`src/atf_map.svh`:
```
// constants for the transport framer: characters, sizes and counts
`ifndef ATF_MAP_SVH
`define ATF_MAP_SVH
`define ATF_COMMA      8'hbc
`define ATF_SYNC_A     8'h47
`define ATF_SYNC_B     8'hb8
`define ATF_SIZE_A     8'hbc
`define ATF_SIZE_B     8'hcc
`define ATF_TWIN_CNT   2'h2
`define ATF_TX_AW      4
`define ATF_RX_AW      4
`endif

```
`src/atf_pkg.sv`:
```
// types shared by the transport framer files
`default_nettype none
package atf_pkg;
    typedef struct packed {
        logic       k;
        logic [7:0] data;
    } atf_sym_t;

    typedef struct packed {
        logic       locked;
        logic [7:0] syncByte;
        logic [7:0] pktSize;
    } atf_rx_status_t;

    typedef enum logic [1:0] {
        ATF_SEEK,
        ATF_TRACK,
        ATF_LOCKED
    } atf_hunt_t;
endpackage : atf_pkg
`default_nettype wire

```
`src/atf_fifo.sv`:
```
// word fifo with registered read data and registered full flag
`timescale 1ns/10ps
`default_nettype none
module atf_fifo #(
    parameter int WIDTH = 9,
    parameter int AW    = 4
) (
    input  wire logic             core_clk,
    input  wire logic             rst,
    input  wire logic             wrEn,
    input  wire logic [WIDTH-1:0] wrData,
    input  wire logic             rdEn,
    output logic      [WIDTH-1:0] rdData,
    output logic                  rdValid,
    output logic                  full,
    output logic                  empty
);
    localparam logic [AW:0] DEPTH = (AW+1)'(1 << AW);

    logic [WIDTH-1:0] mem [0:(1<<AW)-1];
    logic [AW-1:0]    wrPtr_reg;
    logic [AW-1:0]    rdPtr_reg;
    logic [AW:0]      count_reg;
    logic [AW:0]      count_next;
    logic             doWr;
    logic             doRd;

    // writes into a full fifo and reads from an empty one are dropped
    assign doWr  = wrEn && !full;
    assign doRd  = rdEn && !empty;
    assign empty = (count_reg == '0);

    // occupancy after this cycle
    always_comb begin
        count_next = count_reg;
        if (doWr && !doRd) begin
            count_next = count_reg + 1'b1;
        end else if (doRd && !doWr) begin
            count_next = count_reg - 1'b1;
        end
    end

    // storage array
    always_ff @(posedge core_clk) begin
        if (doWr) begin
            mem[wrPtr_reg] <= wrData;
        end
    end

    // pointers, count and full flag
    always_ff @(posedge core_clk) begin
        if (rst) begin
            wrPtr_reg <= '0;
            rdPtr_reg <= '0;
            count_reg <= '0;
            full      <= 1'b0;
        end else begin
            if (doWr) begin
                wrPtr_reg <= wrPtr_reg + 1'b1;
            end
            if (doRd) begin
                rdPtr_reg <= rdPtr_reg + 1'b1;
            end
            count_reg <= count_next;
            full      <= (count_next == DEPTH);
        end
    end

    // read data register, valid one cycle after an accepted read
    always_ff @(posedge core_clk) begin
        if (rst) begin
            rdData  <= '0;
            rdValid <= 1'b0;
        end else begin
            rdValid <= doRd;
            if (doRd) begin
                rdData <= mem[rdPtr_reg];
            end
        end
    end
endmodule : atf_fifo
`default_nettype wire

```
`src/asi_transport_framer.sv`:
```
// transport framer: comma insertion on transmit, comma removal and sync hunt on receive
`timescale 1ns/10ps
`default_nettype none
`include "atf_map.svh"
module asi_transport_framer
    import atf_pkg::*;
#(
    parameter int TX_AW = `ATF_TX_AW,
    parameter int RX_AW = `ATF_RX_AW
) (
    input  wire logic           core_clk,
    input  wire logic           rst,
    input  wire logic [7:0]     txDin,
    input  wire logic           txPsync,
    input  wire logic           txDvalid,
    output var  atf_sym_t       txWord,
    output logic                txFifoFull,
    input  wire atf_sym_t       rxWord,
    output logic [7:0]          rxDout,
    output logic                rxDvalid,
    output logic                rxPsync,
    output logic                rxFifoFull,
    input  wire logic [7:0]     lockThr,
    input  wire logic [7:0]     unlockThr,
    input  wire logic [7:0]     huntThr,
    output var  atf_rx_status_t rxStatus,
    output logic                rxRunt,
    output logic                rxGiant
);
    // candidate sync byte: even index 47h, odd index B8h
    function automatic logic [7:0] candSync(input logic [1:0] idx);
        candSync = idx[0] ? `ATF_SYNC_B : `ATF_SYNC_A;
    endfunction : candSync

    // candidate packet size: low pair 188, high pair 204
    function automatic logic [7:0] candSize(input logic [1:0] idx);
        candSize = idx[1] ? `ATF_SIZE_B : `ATF_SIZE_A;
    endfunction : candSize

    // ---------------- transmit ----------------
    logic       txRdEn;
    logic [8:0] txRdData;
    logic       txRdValid;
    logic       txEmpty;
    logic       txFull;
    logic [7:0] holdData_reg;
    logic       holdValid_reg;
    logic [1:0] preCnt_reg;
    logic       rdPend_reg;
    logic       sendWord;

    atf_fifo #(.WIDTH(9), .AW(TX_AW)) txFifo (
        .core_clk (core_clk),
        .rst      (rst),
        // only valid words written, dropped when full
        .wrEn     (txDvalid),
        .wrData   ({txPsync, txDin}),
        .rdEn     (txRdEn),
        .rdData   (txRdData),
        .rdValid  (txRdValid),
        .full     (txFull),
        .empty    (txEmpty)
    );

    // the held word leaves this cycle once its leading commas are out
    assign sendWord = holdValid_reg && (preCnt_reg == 2'h0);
    // fetch only when the hold register will be free for the answer
    assign txRdEn   = !txEmpty && !rdPend_reg && (!holdValid_reg || sendWord);

    // hold register and leading comma count
    // reset clears all state
    always_ff @(posedge core_clk) begin
        if (rst) begin
            holdData_reg  <= 8'h00;
            holdValid_reg <= 1'b0;
            preCnt_reg    <= 2'h0;
            rdPend_reg    <= 1'b0;
        end else begin
            rdPend_reg <= txRdEn;
            if (txRdValid) begin
                holdData_reg  <= txRdData[7:0];
                holdValid_reg <= 1'b1;
                // twin commas only from the start flag
                preCnt_reg    <= txRdData[8] ? `ATF_TWIN_CNT : 2'h0;
            end else if (sendWord) begin
                holdValid_reg <= 1'b0;
            end else if (holdValid_reg) begin
                preCnt_reg <= preCnt_reg - 2'h1;
            end
        end
    end

    // symbol output register
    always_ff @(posedge core_clk) begin
        if (rst) begin
            txWord     <= '{k: 1'b1, data: `ATF_COMMA};
            txFifoFull <= 1'b0;
        end else begin
            txFifoFull <= txFull;
            if (sendWord) begin
                txWord <= '{k: 1'b0, data: holdData_reg};
            end else begin
                // comma fill or lead, marked as control
                txWord <= '{k: 1'b1, data: `ATF_COMMA};
            end
        end
    end

    // ---------------- receive ----------------
    logic       rxRdValid;
    logic [7:0] rxRdData;
    logic       rxEmpty;
    logic       rxFull;
    atf_hunt_t  hunt_reg;
    logic [1:0] candIdx_reg;
    logic [7:0] pos_reg;
    logic [7:0] matchCnt_reg;
    logic [7:0] errCnt_reg;
    logic [7:0] huntCnt_reg;
    logic [8:0] since_reg;
    logic [7:0] curSync;
    logic [7:0] curSize;
    logic       isSync;
    logic       atBound;

    atf_fifo #(.WIDTH(8), .AW(RX_AW)) rxFifo (
        .core_clk (core_clk),
        .rst      (rst),
        .wrEn     (!rxWord.k),
        .wrData   (rxWord.data),
        .rdEn     (1'b1),
        .rdData   (rxRdData),
        .rdValid  (rxRdValid),
        .full     (rxFull),
        .empty    (rxEmpty)
    );

    assign curSync = candSync(candIdx_reg);
    assign curSize = candSize(candIdx_reg);
    assign isSync  = (rxRdData == curSync);
    assign atBound = (hunt_reg != ATF_SEEK) && (pos_reg == curSize);

    // sync hunt, lock tracking and candidate stepping
    always_ff @(posedge core_clk) begin
        if (rst) begin
            hunt_reg     <= ATF_SEEK;
            candIdx_reg  <= 2'h0;
            pos_reg      <= 8'h00;
            matchCnt_reg <= 8'h00;
            errCnt_reg   <= 8'h00;
            huntCnt_reg  <= 8'h00;
        end else if (rxRdValid) begin
            pos_reg <= pos_reg + 8'h01;
            case (hunt_reg)
                ATF_SEEK: begin
                    if (isSync) begin
                        hunt_reg     <= ATF_TRACK;
                        pos_reg      <= 8'h01;
                        matchCnt_reg <= 8'h00;
                    end
                end
                ATF_TRACK: begin
                    if (atBound) begin
                        pos_reg <= 8'h01;
                        if (9'(huntCnt_reg) + 9'h001 >= 9'(huntThr)) begin
                            hunt_reg     <= ATF_SEEK;
                            candIdx_reg  <= candIdx_reg + 2'h1;
                            huntCnt_reg  <= 8'h00;
                            matchCnt_reg <= 8'h00;
                        end else begin
                            huntCnt_reg <= huntCnt_reg + 8'h01;
                        end
                        if (!isSync) begin
                            hunt_reg     <= ATF_SEEK;
                            matchCnt_reg <= 8'h00;
                        end else if (9'(matchCnt_reg) + 9'h001 > 9'(lockThr)) begin
                            hunt_reg    <= ATF_LOCKED;
                            candIdx_reg <= candIdx_reg;
                            errCnt_reg  <= 8'h00;
                            huntCnt_reg <= 8'h00;
                        end else begin
                            matchCnt_reg <= matchCnt_reg + 8'h01;
                        end
                    end
                end
                ATF_LOCKED: begin
                    if (atBound) begin
                        pos_reg <= 8'h01;
                        if (isSync) begin
                            errCnt_reg <= 8'h00;
                        end else if (9'(errCnt_reg) + 9'h001 > 9'(unlockThr)) begin
                            hunt_reg     <= ATF_SEEK;
                            candIdx_reg  <= 2'h0;
                            matchCnt_reg <= 8'h00;
                            errCnt_reg   <= 8'h00;
                            huntCnt_reg  <= 8'h00;
                        end else begin
                            errCnt_reg <= errCnt_reg + 8'h01;
                        end
                    end
                end
                default: begin
                    hunt_reg <= ATF_SEEK;
                end
            endcase
        end
    end

    // words seen since the last sync-valued byte, for length checks
    always_ff @(posedge core_clk) begin
        if (rst) begin
            since_reg <= 9'h000;
            rxRunt    <= 1'b0;
            rxGiant   <= 1'b0;
        end else begin
            rxRunt  <= 1'b0;
            rxGiant <= 1'b0;
            if (rxRdValid) begin
                if (isSync) begin
                    since_reg <= 9'h001;
                    if (hunt_reg == ATF_LOCKED && since_reg != 9'h000) begin
                        rxRunt  <= (since_reg < 9'(curSize));
                        rxGiant <= (since_reg > 9'(curSize));
                    end
                end else if (since_reg != 9'h1ff) begin
                    since_reg <= since_reg + 9'h001;
                end
            end
        end
    end

    // user side output registers
    always_ff @(posedge core_clk) begin
        if (rst) begin
            rxDout     <= 8'h00;
            rxDvalid   <= 1'b0;
            rxPsync    <= 1'b0;
            rxFifoFull <= 1'b0;
            rxStatus   <= '0;
        end else begin
            rxFifoFull <= rxFull;
            // valid low when nothing was read
            rxDvalid   <= rxRdValid;
            rxDout     <= rxRdData;
            // start pulse on a locked sync at its place
            rxPsync    <= rxRdValid && (hunt_reg == ATF_LOCKED) && atBound && isSync;
            rxStatus   <= '{locked:   (hunt_reg == ATF_LOCKED),
                            syncByte: curSync,
                            pktSize:  curSize};
        end
    end
endmodule : asi_transport_framer
`default_nettype wire

```
`config.mk`:
```
export PLATFORM = sky130hd
export DESIGN_NAME = asi_transport_framer
export DESIGN_NICKNAME = d
export VERILOG_FILES = /design/src/atf_pkg.sv /design/src/atf_fifo.sv /design/src/asi_transport_framer.sv
export VERILOG_INCLUDE_DIRS = /design/src
export SDC_FILE = /design/constraint.sdc
export NUM_CORES = 1
export LEC_CHECK = 0
export BUFFER_PORTS_ARGS = -buffer_cell sky130_fd_sc_hd__buf_4
export CAP_MARGIN = 0
export CORE_ASPECT_RATIO = 2
export CORE_MARGIN = 2
export CORE_UTILIZATION = 44
export CTS_CLUSTER_DIAMETER = 120
export CTS_CLUSTER_SIZE = 30
export DETAILED_ROUTE_END_ITERATION = 10
export SLEW_MARGIN = 20
export SYNTH_ARGS = -nofsm -noshare
export SYNTH_HDL_FRONTEND = slang
export SYNTH_HIERARCHICAL = 1
export SYNTH_SLANG_ARGS = --single-unit
```
`constraint.sdc`:
```
create_clock -name core_clk -period 4.7 [get_ports core_clk]
set_input_delay 0.235 -clock core_clk [delete_from_list [all_inputs] [get_ports core_clk]]
set_output_delay 0.235 -clock core_clk [all_outputs]
set_load 0.02 [all_outputs]
```
Yosys cells after proc, flatten, opt, wreduce, memory -nomap -nowiden --
Memories as Yosys holds them, arrays and structs flattened. A register that Yosys moved wholly into a read port is not among the register bits. Index checks and enable logic that the tools add are counted.
Storage, ports and cells: latch bits 0, logic and storage cells 185, bits in registers 127, memories kept 2, bits in writable memories 272, memory bits (read-only) 0, input port bits 45
Memory list:
- txFifo.mem | words 16, width 9, read ports 1, clocked after Yosys merged registers in 1, write ports 1, line atf_fifo.sv:20 | logic [WIDTH-1:0] mem [0:(1<<AW)-1];
- rxFifo.mem | words 16, width 8, read ports 1, clocked after Yosys merged registers in 1, write ports 1, line atf_fifo.sv:20
Operators by class: reductions and logical operators 48, multiplexer cells 57, multiply operators 0, shift operators 0, bitwise gates (word level) 4, magnitude comparators 5, add/sub/neg operators 18, equal/unequal tests 18, divide/modulo/power cells 0
Operators by type and width (count):
- $mux W8 | 21
- $pmux W8 S2 | 3
- $add A8 B1 Y8 const B | 4
- $mux W2 | 16
- $add A8 B1 Y9 const B | 3
- $gt A9 B8 Y1 | 3
- $mux W9 | 3
- $pmux W8 S3 | 1
- $mux W5 | 4
- $add A4 B1 Y4 const B | 4
- $eq A8 B8 Y1 | 2
- $logic_and A1 B1 Y1 | 15
- $ne A2 B2 Y1 const B | 7
- $reduce_and A7 Y1 | 2
- $reduce_and A6 Y1 | 2
- $logic_not A1 Y1 | 11
- $add A5 B1 Y5 const B | 2
- $eq A5 B5 Y1 const B | 2
- $logic_not A5 Y1 | 2
- $reduce_bool A2 Y1 | 5
- $sub A5 B1 Y5 const B | 2
- $add A9 B1 Y9 const B | 1
- $ge A9 B8 Y1 | 1
- $lt A9 B8 Y1 | 1
- 21 further kinds | 33

Logic depth before layout (Yosys ltp) --
word-level depth 9, depth in mapped cells 14, depth with buffers taken out 14

Modules after synthesis --
The synthesis kept the hierarchy.
By module, submodules not included:
- atf_fifo at txFifo | cells an instance 369, seq. area each 4804.6 µm², area each 6572.6 µm², instances 1
- atf_fifo at rxFifo | cells an instance 334, seq. area each 4304.1 µm², area each 5893.2 µm², instances 1
- asi_transport_framer | cells an instance 555, seq. area each 1721.7 µm², area each 4697.0 µm², instances 1

Worst setup path before layout --
No wires, ideal clock.
kind reg-to-reg, from register matchCnt_reg[3], to register candIdx_reg[1], cell stages (with the launch flop) 14, buffers on the path 1, arrival time 3.097 ns, slack 1.529 ns, required time 4.626 ns, library setup time 0.074 ns, cells stage by stage dfxtp_1 clkbuf_1 inv_1 nor3_1 nand3_1 xnor2_1 ha_1 nand3_1 nor3_1 o22ai_1 o211a_1 or3b_1 or4b_1 a31oi_1
Between the ends: cells in the longest elaborated chain, start to end 4
RTL lines:
- start, declared | line asi_transport_framer.sv:117 | logic [7:0] matchCnt_reg;
- start signal, assigned | line asi_transport_framer.sv:182 | matchCnt_reg <= matchCnt_reg + 8'h01;
- $add A8 B1 Y9 | line asi_transport_framer.sv:176 | end else if (9'(matchCnt_reg) + 9'h001 > 9'(lockThr)) begin
- $gt A9 B8 Y1 | line asi_transport_framer.sv:176
- $ne A3 B3 Y1 (no line)
- $reduce_and A7 Y1 (no line)
- end signal, assigned | line asi_transport_framer.sv:167 | candIdx_reg <= candIdx_reg + 2'h1;
- end signal, assigned | line asi_transport_framer.sv:178 | candIdx_reg <= candIdx_reg;
- end, declared | line asi_transport_framer.sv:115 | logic [1:0] candIdx_reg;
Every way passes these cells. A chain may end at the register's enable or synchronous reset.

Worst setup path after layout --
from register matchCnt_reg[2], to register errCnt_reg[2]
Between the ends: cells in the longest elaborated chain, start to end 4
RTL lines:
- $add A8 B1 Y9 | line asi_transport_framer.sv:176
- $gt A9 B8 Y1 | line asi_transport_framer.sv:176
- $ne A2 B2 Y1 (no line)
- $reduce_and A6 Y1 (no line)
- end signal, assigned | line asi_transport_framer.sv:198 | errCnt_reg <= errCnt_reg + 8'h01;
- end, declared | line asi_transport_framer.sv:118 | logic [7:0] errCnt_reg;
Every way passes these cells.

==> summary.md <==
| Metric | Value |
|---|---|
| Status | `complete, no violations` |
| Width of the die | `144 um` |
| Cts bufs inserted | `17` |
| Leakage | `6.46 nW` |
| Core Region | `38500 um2` |
| Min-delay worst type | `in -> reg` |
| Hold path endpoint | `txFifo/mem[5][4]` |
| Critical path startpoint category | `flip-flop` |
| CP Buf/Inv Count | `0` |
| Placed wire-length estimate | `27000 um` |
| CP required | `5160 ps` |
| Routed WL | `37300 um` |
| Initial Utilization | `44.5%` |
| Cell-by-cell trace of the critical path | `nand3_1, nor3_1, nand3_1, xnor2_1, ha_1, nand3_1, nor3_1, o22ai_1, or2_2, a31oi_1, o21ai_0, a21oi_1` |
| Die Y | `283 um` |
| Share of layout cells above drive strength 1 | `15.4%` |
| Most flops, register | `txFifo/mem` |
| Max incr delay on CP | `590 ps` |
| Setup crit end kind | `flip-flop` |
| Htree depth | `1` |
| Vias in the first global route | `10300` |
| Num rows | `102` |
| Ant. Diodes | `0` |
| Setup violators final | `0` |
| Max reg flops | `144` |
| Area Growth Syn to Fin | `9.06%` |
| Cell Area, Placed | `18200 um2` |
| Fmax | `282 MHz` |
| Die ar. | `40700 um2` |
| Hold wc startpoint | `txDin[4]` |
| RSZ-0062 raised after global routing | `no` |
| Post-route minimum period | `3550 ps` |
| CP max stage cell | `a31oi_1` |
| Io pins | `85` |
| Most common cell after layout, fill and taps aside | `edfxtp_1` |
| Gpl congestion | `0.831` |
| Total GRT Usage | `18.4%` |
| First-pass iteration count of the detailed router | `6` |
| Critical Path Fanout Max | `8` |
| Total Neg Setup Slack | `0 ps` |
| Post-route DRC | `0` |
| Reg2reg end | `errCnt_reg[2]` |
| Final ANT Viol Nets | `0` |
| Commonest non-fill, non-tap cells in the layout | `edfxtp_1, nor2_1, dfxtp_1` |
| CTS tree | `built` |
| Final #Nets | `1407` |
| Mean Syn Cell Area | `13.7 um2` |
| CTS max path bufs | `3` |
| Mapped Cells | `1257` |
| Top Registers | `txFifo/mem (144), rxFifo/mem (128)` |
| Post-route cell area | `18700 um2` |
| RR Startpoint | `matchCnt_reg[2]` |
| Routed vias/inst | `5.42` |
| Final Util | `48.6%` |
| Clk_lat worst skew | `530 ps` |
| Pins Over Slew Limit | `0` |
| Rel. slew slack | `21.6%` |
| DRT iter0 DRCs | `488` |
| Final Hold Vio Count | `0` |
| Slack of the worst reg-to-reg path | `1150 ps` |
| Port-buffer cells | `82` |
| Clock Tree Root | `clkbuf_16` |
| Number of synthesis warnings | `6` |
| Tcrit/Tclk final | `75.5%` |
| Clock tree sinks | `405` |
| Wire per inst | `20.3 um` |
| PD cells | `388 nW/um2` |
| Largest delay contributor family on the critical path | `simple AND/OR/NAND/NOR gates` |
| Worst r2r path cells | `12` |
| CP most frequent cell | `nand3_1` |
| Setup bufs post-CTS | `0` |
| Clock Pin Slew Worst Setup and Hold Paths | `120 ps` |
| Initial antenna violation count | `0` |
| Crit path DAT | `4000 ps` |
| Grt total ovfl | `0` |
| Crit Path Class | `reg -> reg` |
| Hold path cells | `1` |
| Vias post-DR | `9962` |
| Clk_skew | `25.8 ps` |
| Largest vdd supply drop | `0.352 mV` |
| Largest net degree at the start of global routing | `54` |
| First-pass GRT wire length | `57600 um` |
| Post-Syn Area | `17200 um2` |
| Number of max-cap violations | `0` |
| Worst Tran Pin Value | `1170 ps` |
[final cells by class]
type | count | area, um2
fill | 3427 | 19800
sequential | 405 | 10800
multi-input combinational | 736 | 5840
timing repair buffer | 92 | 693
tap | 520 | 651
clock buffer | 28 | 467
inverter | 56 | 210
clock inverter | 1 | 16.3
[through the flow]
step           hold WS, ps  instances  worst slack (ps)  power, mW
2_1_floorplan          304       1264              1530       5.22
3_3_place_gp           411       1808              1270       5.57
3_5_place_dp           413       1808              1220       5.60
4_1_cts               1.94       1838              1170       7.37
5_1_grt               14.1       1838               910       7.61
6_report              21.0       1838              1150       7.27
[power breakdown]
part,internal [mW],switching (mW),total [mW]
clock network,0.704,1.06,1.77
logic,0.618,0.724,1.34
registers,3.95,0.206,4.16
total,5.27,1.99,7.27
[how the worst max path moves through the flow]
stage                     cells past startpoint  slack [ps]            start             end
after floorplan                              13        1530  matchCnt_reg[3]  candIdx_reg[1]
after global placement                       12        1270  matchCnt_reg[2]   errCnt_reg[2]
after detailed placement                     12        1220  matchCnt_reg[2]  candIdx_reg[1]
after CTS                                    12        1170  matchCnt_reg[2]   errCnt_reg[2]
after global routing                         12         910  matchCnt_reg[2]   errCnt_reg[4]
final                                        12        1150  matchCnt_reg[2]   errCnt_reg[2]
[metal layers]
layer	global-route usage, %	vias to the layer above	part of all wire (%)
li1	-	4739	-
met1	18.4	4997	34
met2	37.3	163	59
met3	1.86	63	2.9
met4	7.18	0	3.9
met5	0	-	0
[what timing repair did]
item	4_1_cts	5_1_grt
hold endpoints to repair	1	0
hold buffers	1	0
gates resized for setup	0	0
(Power assumes the default switching activity.)
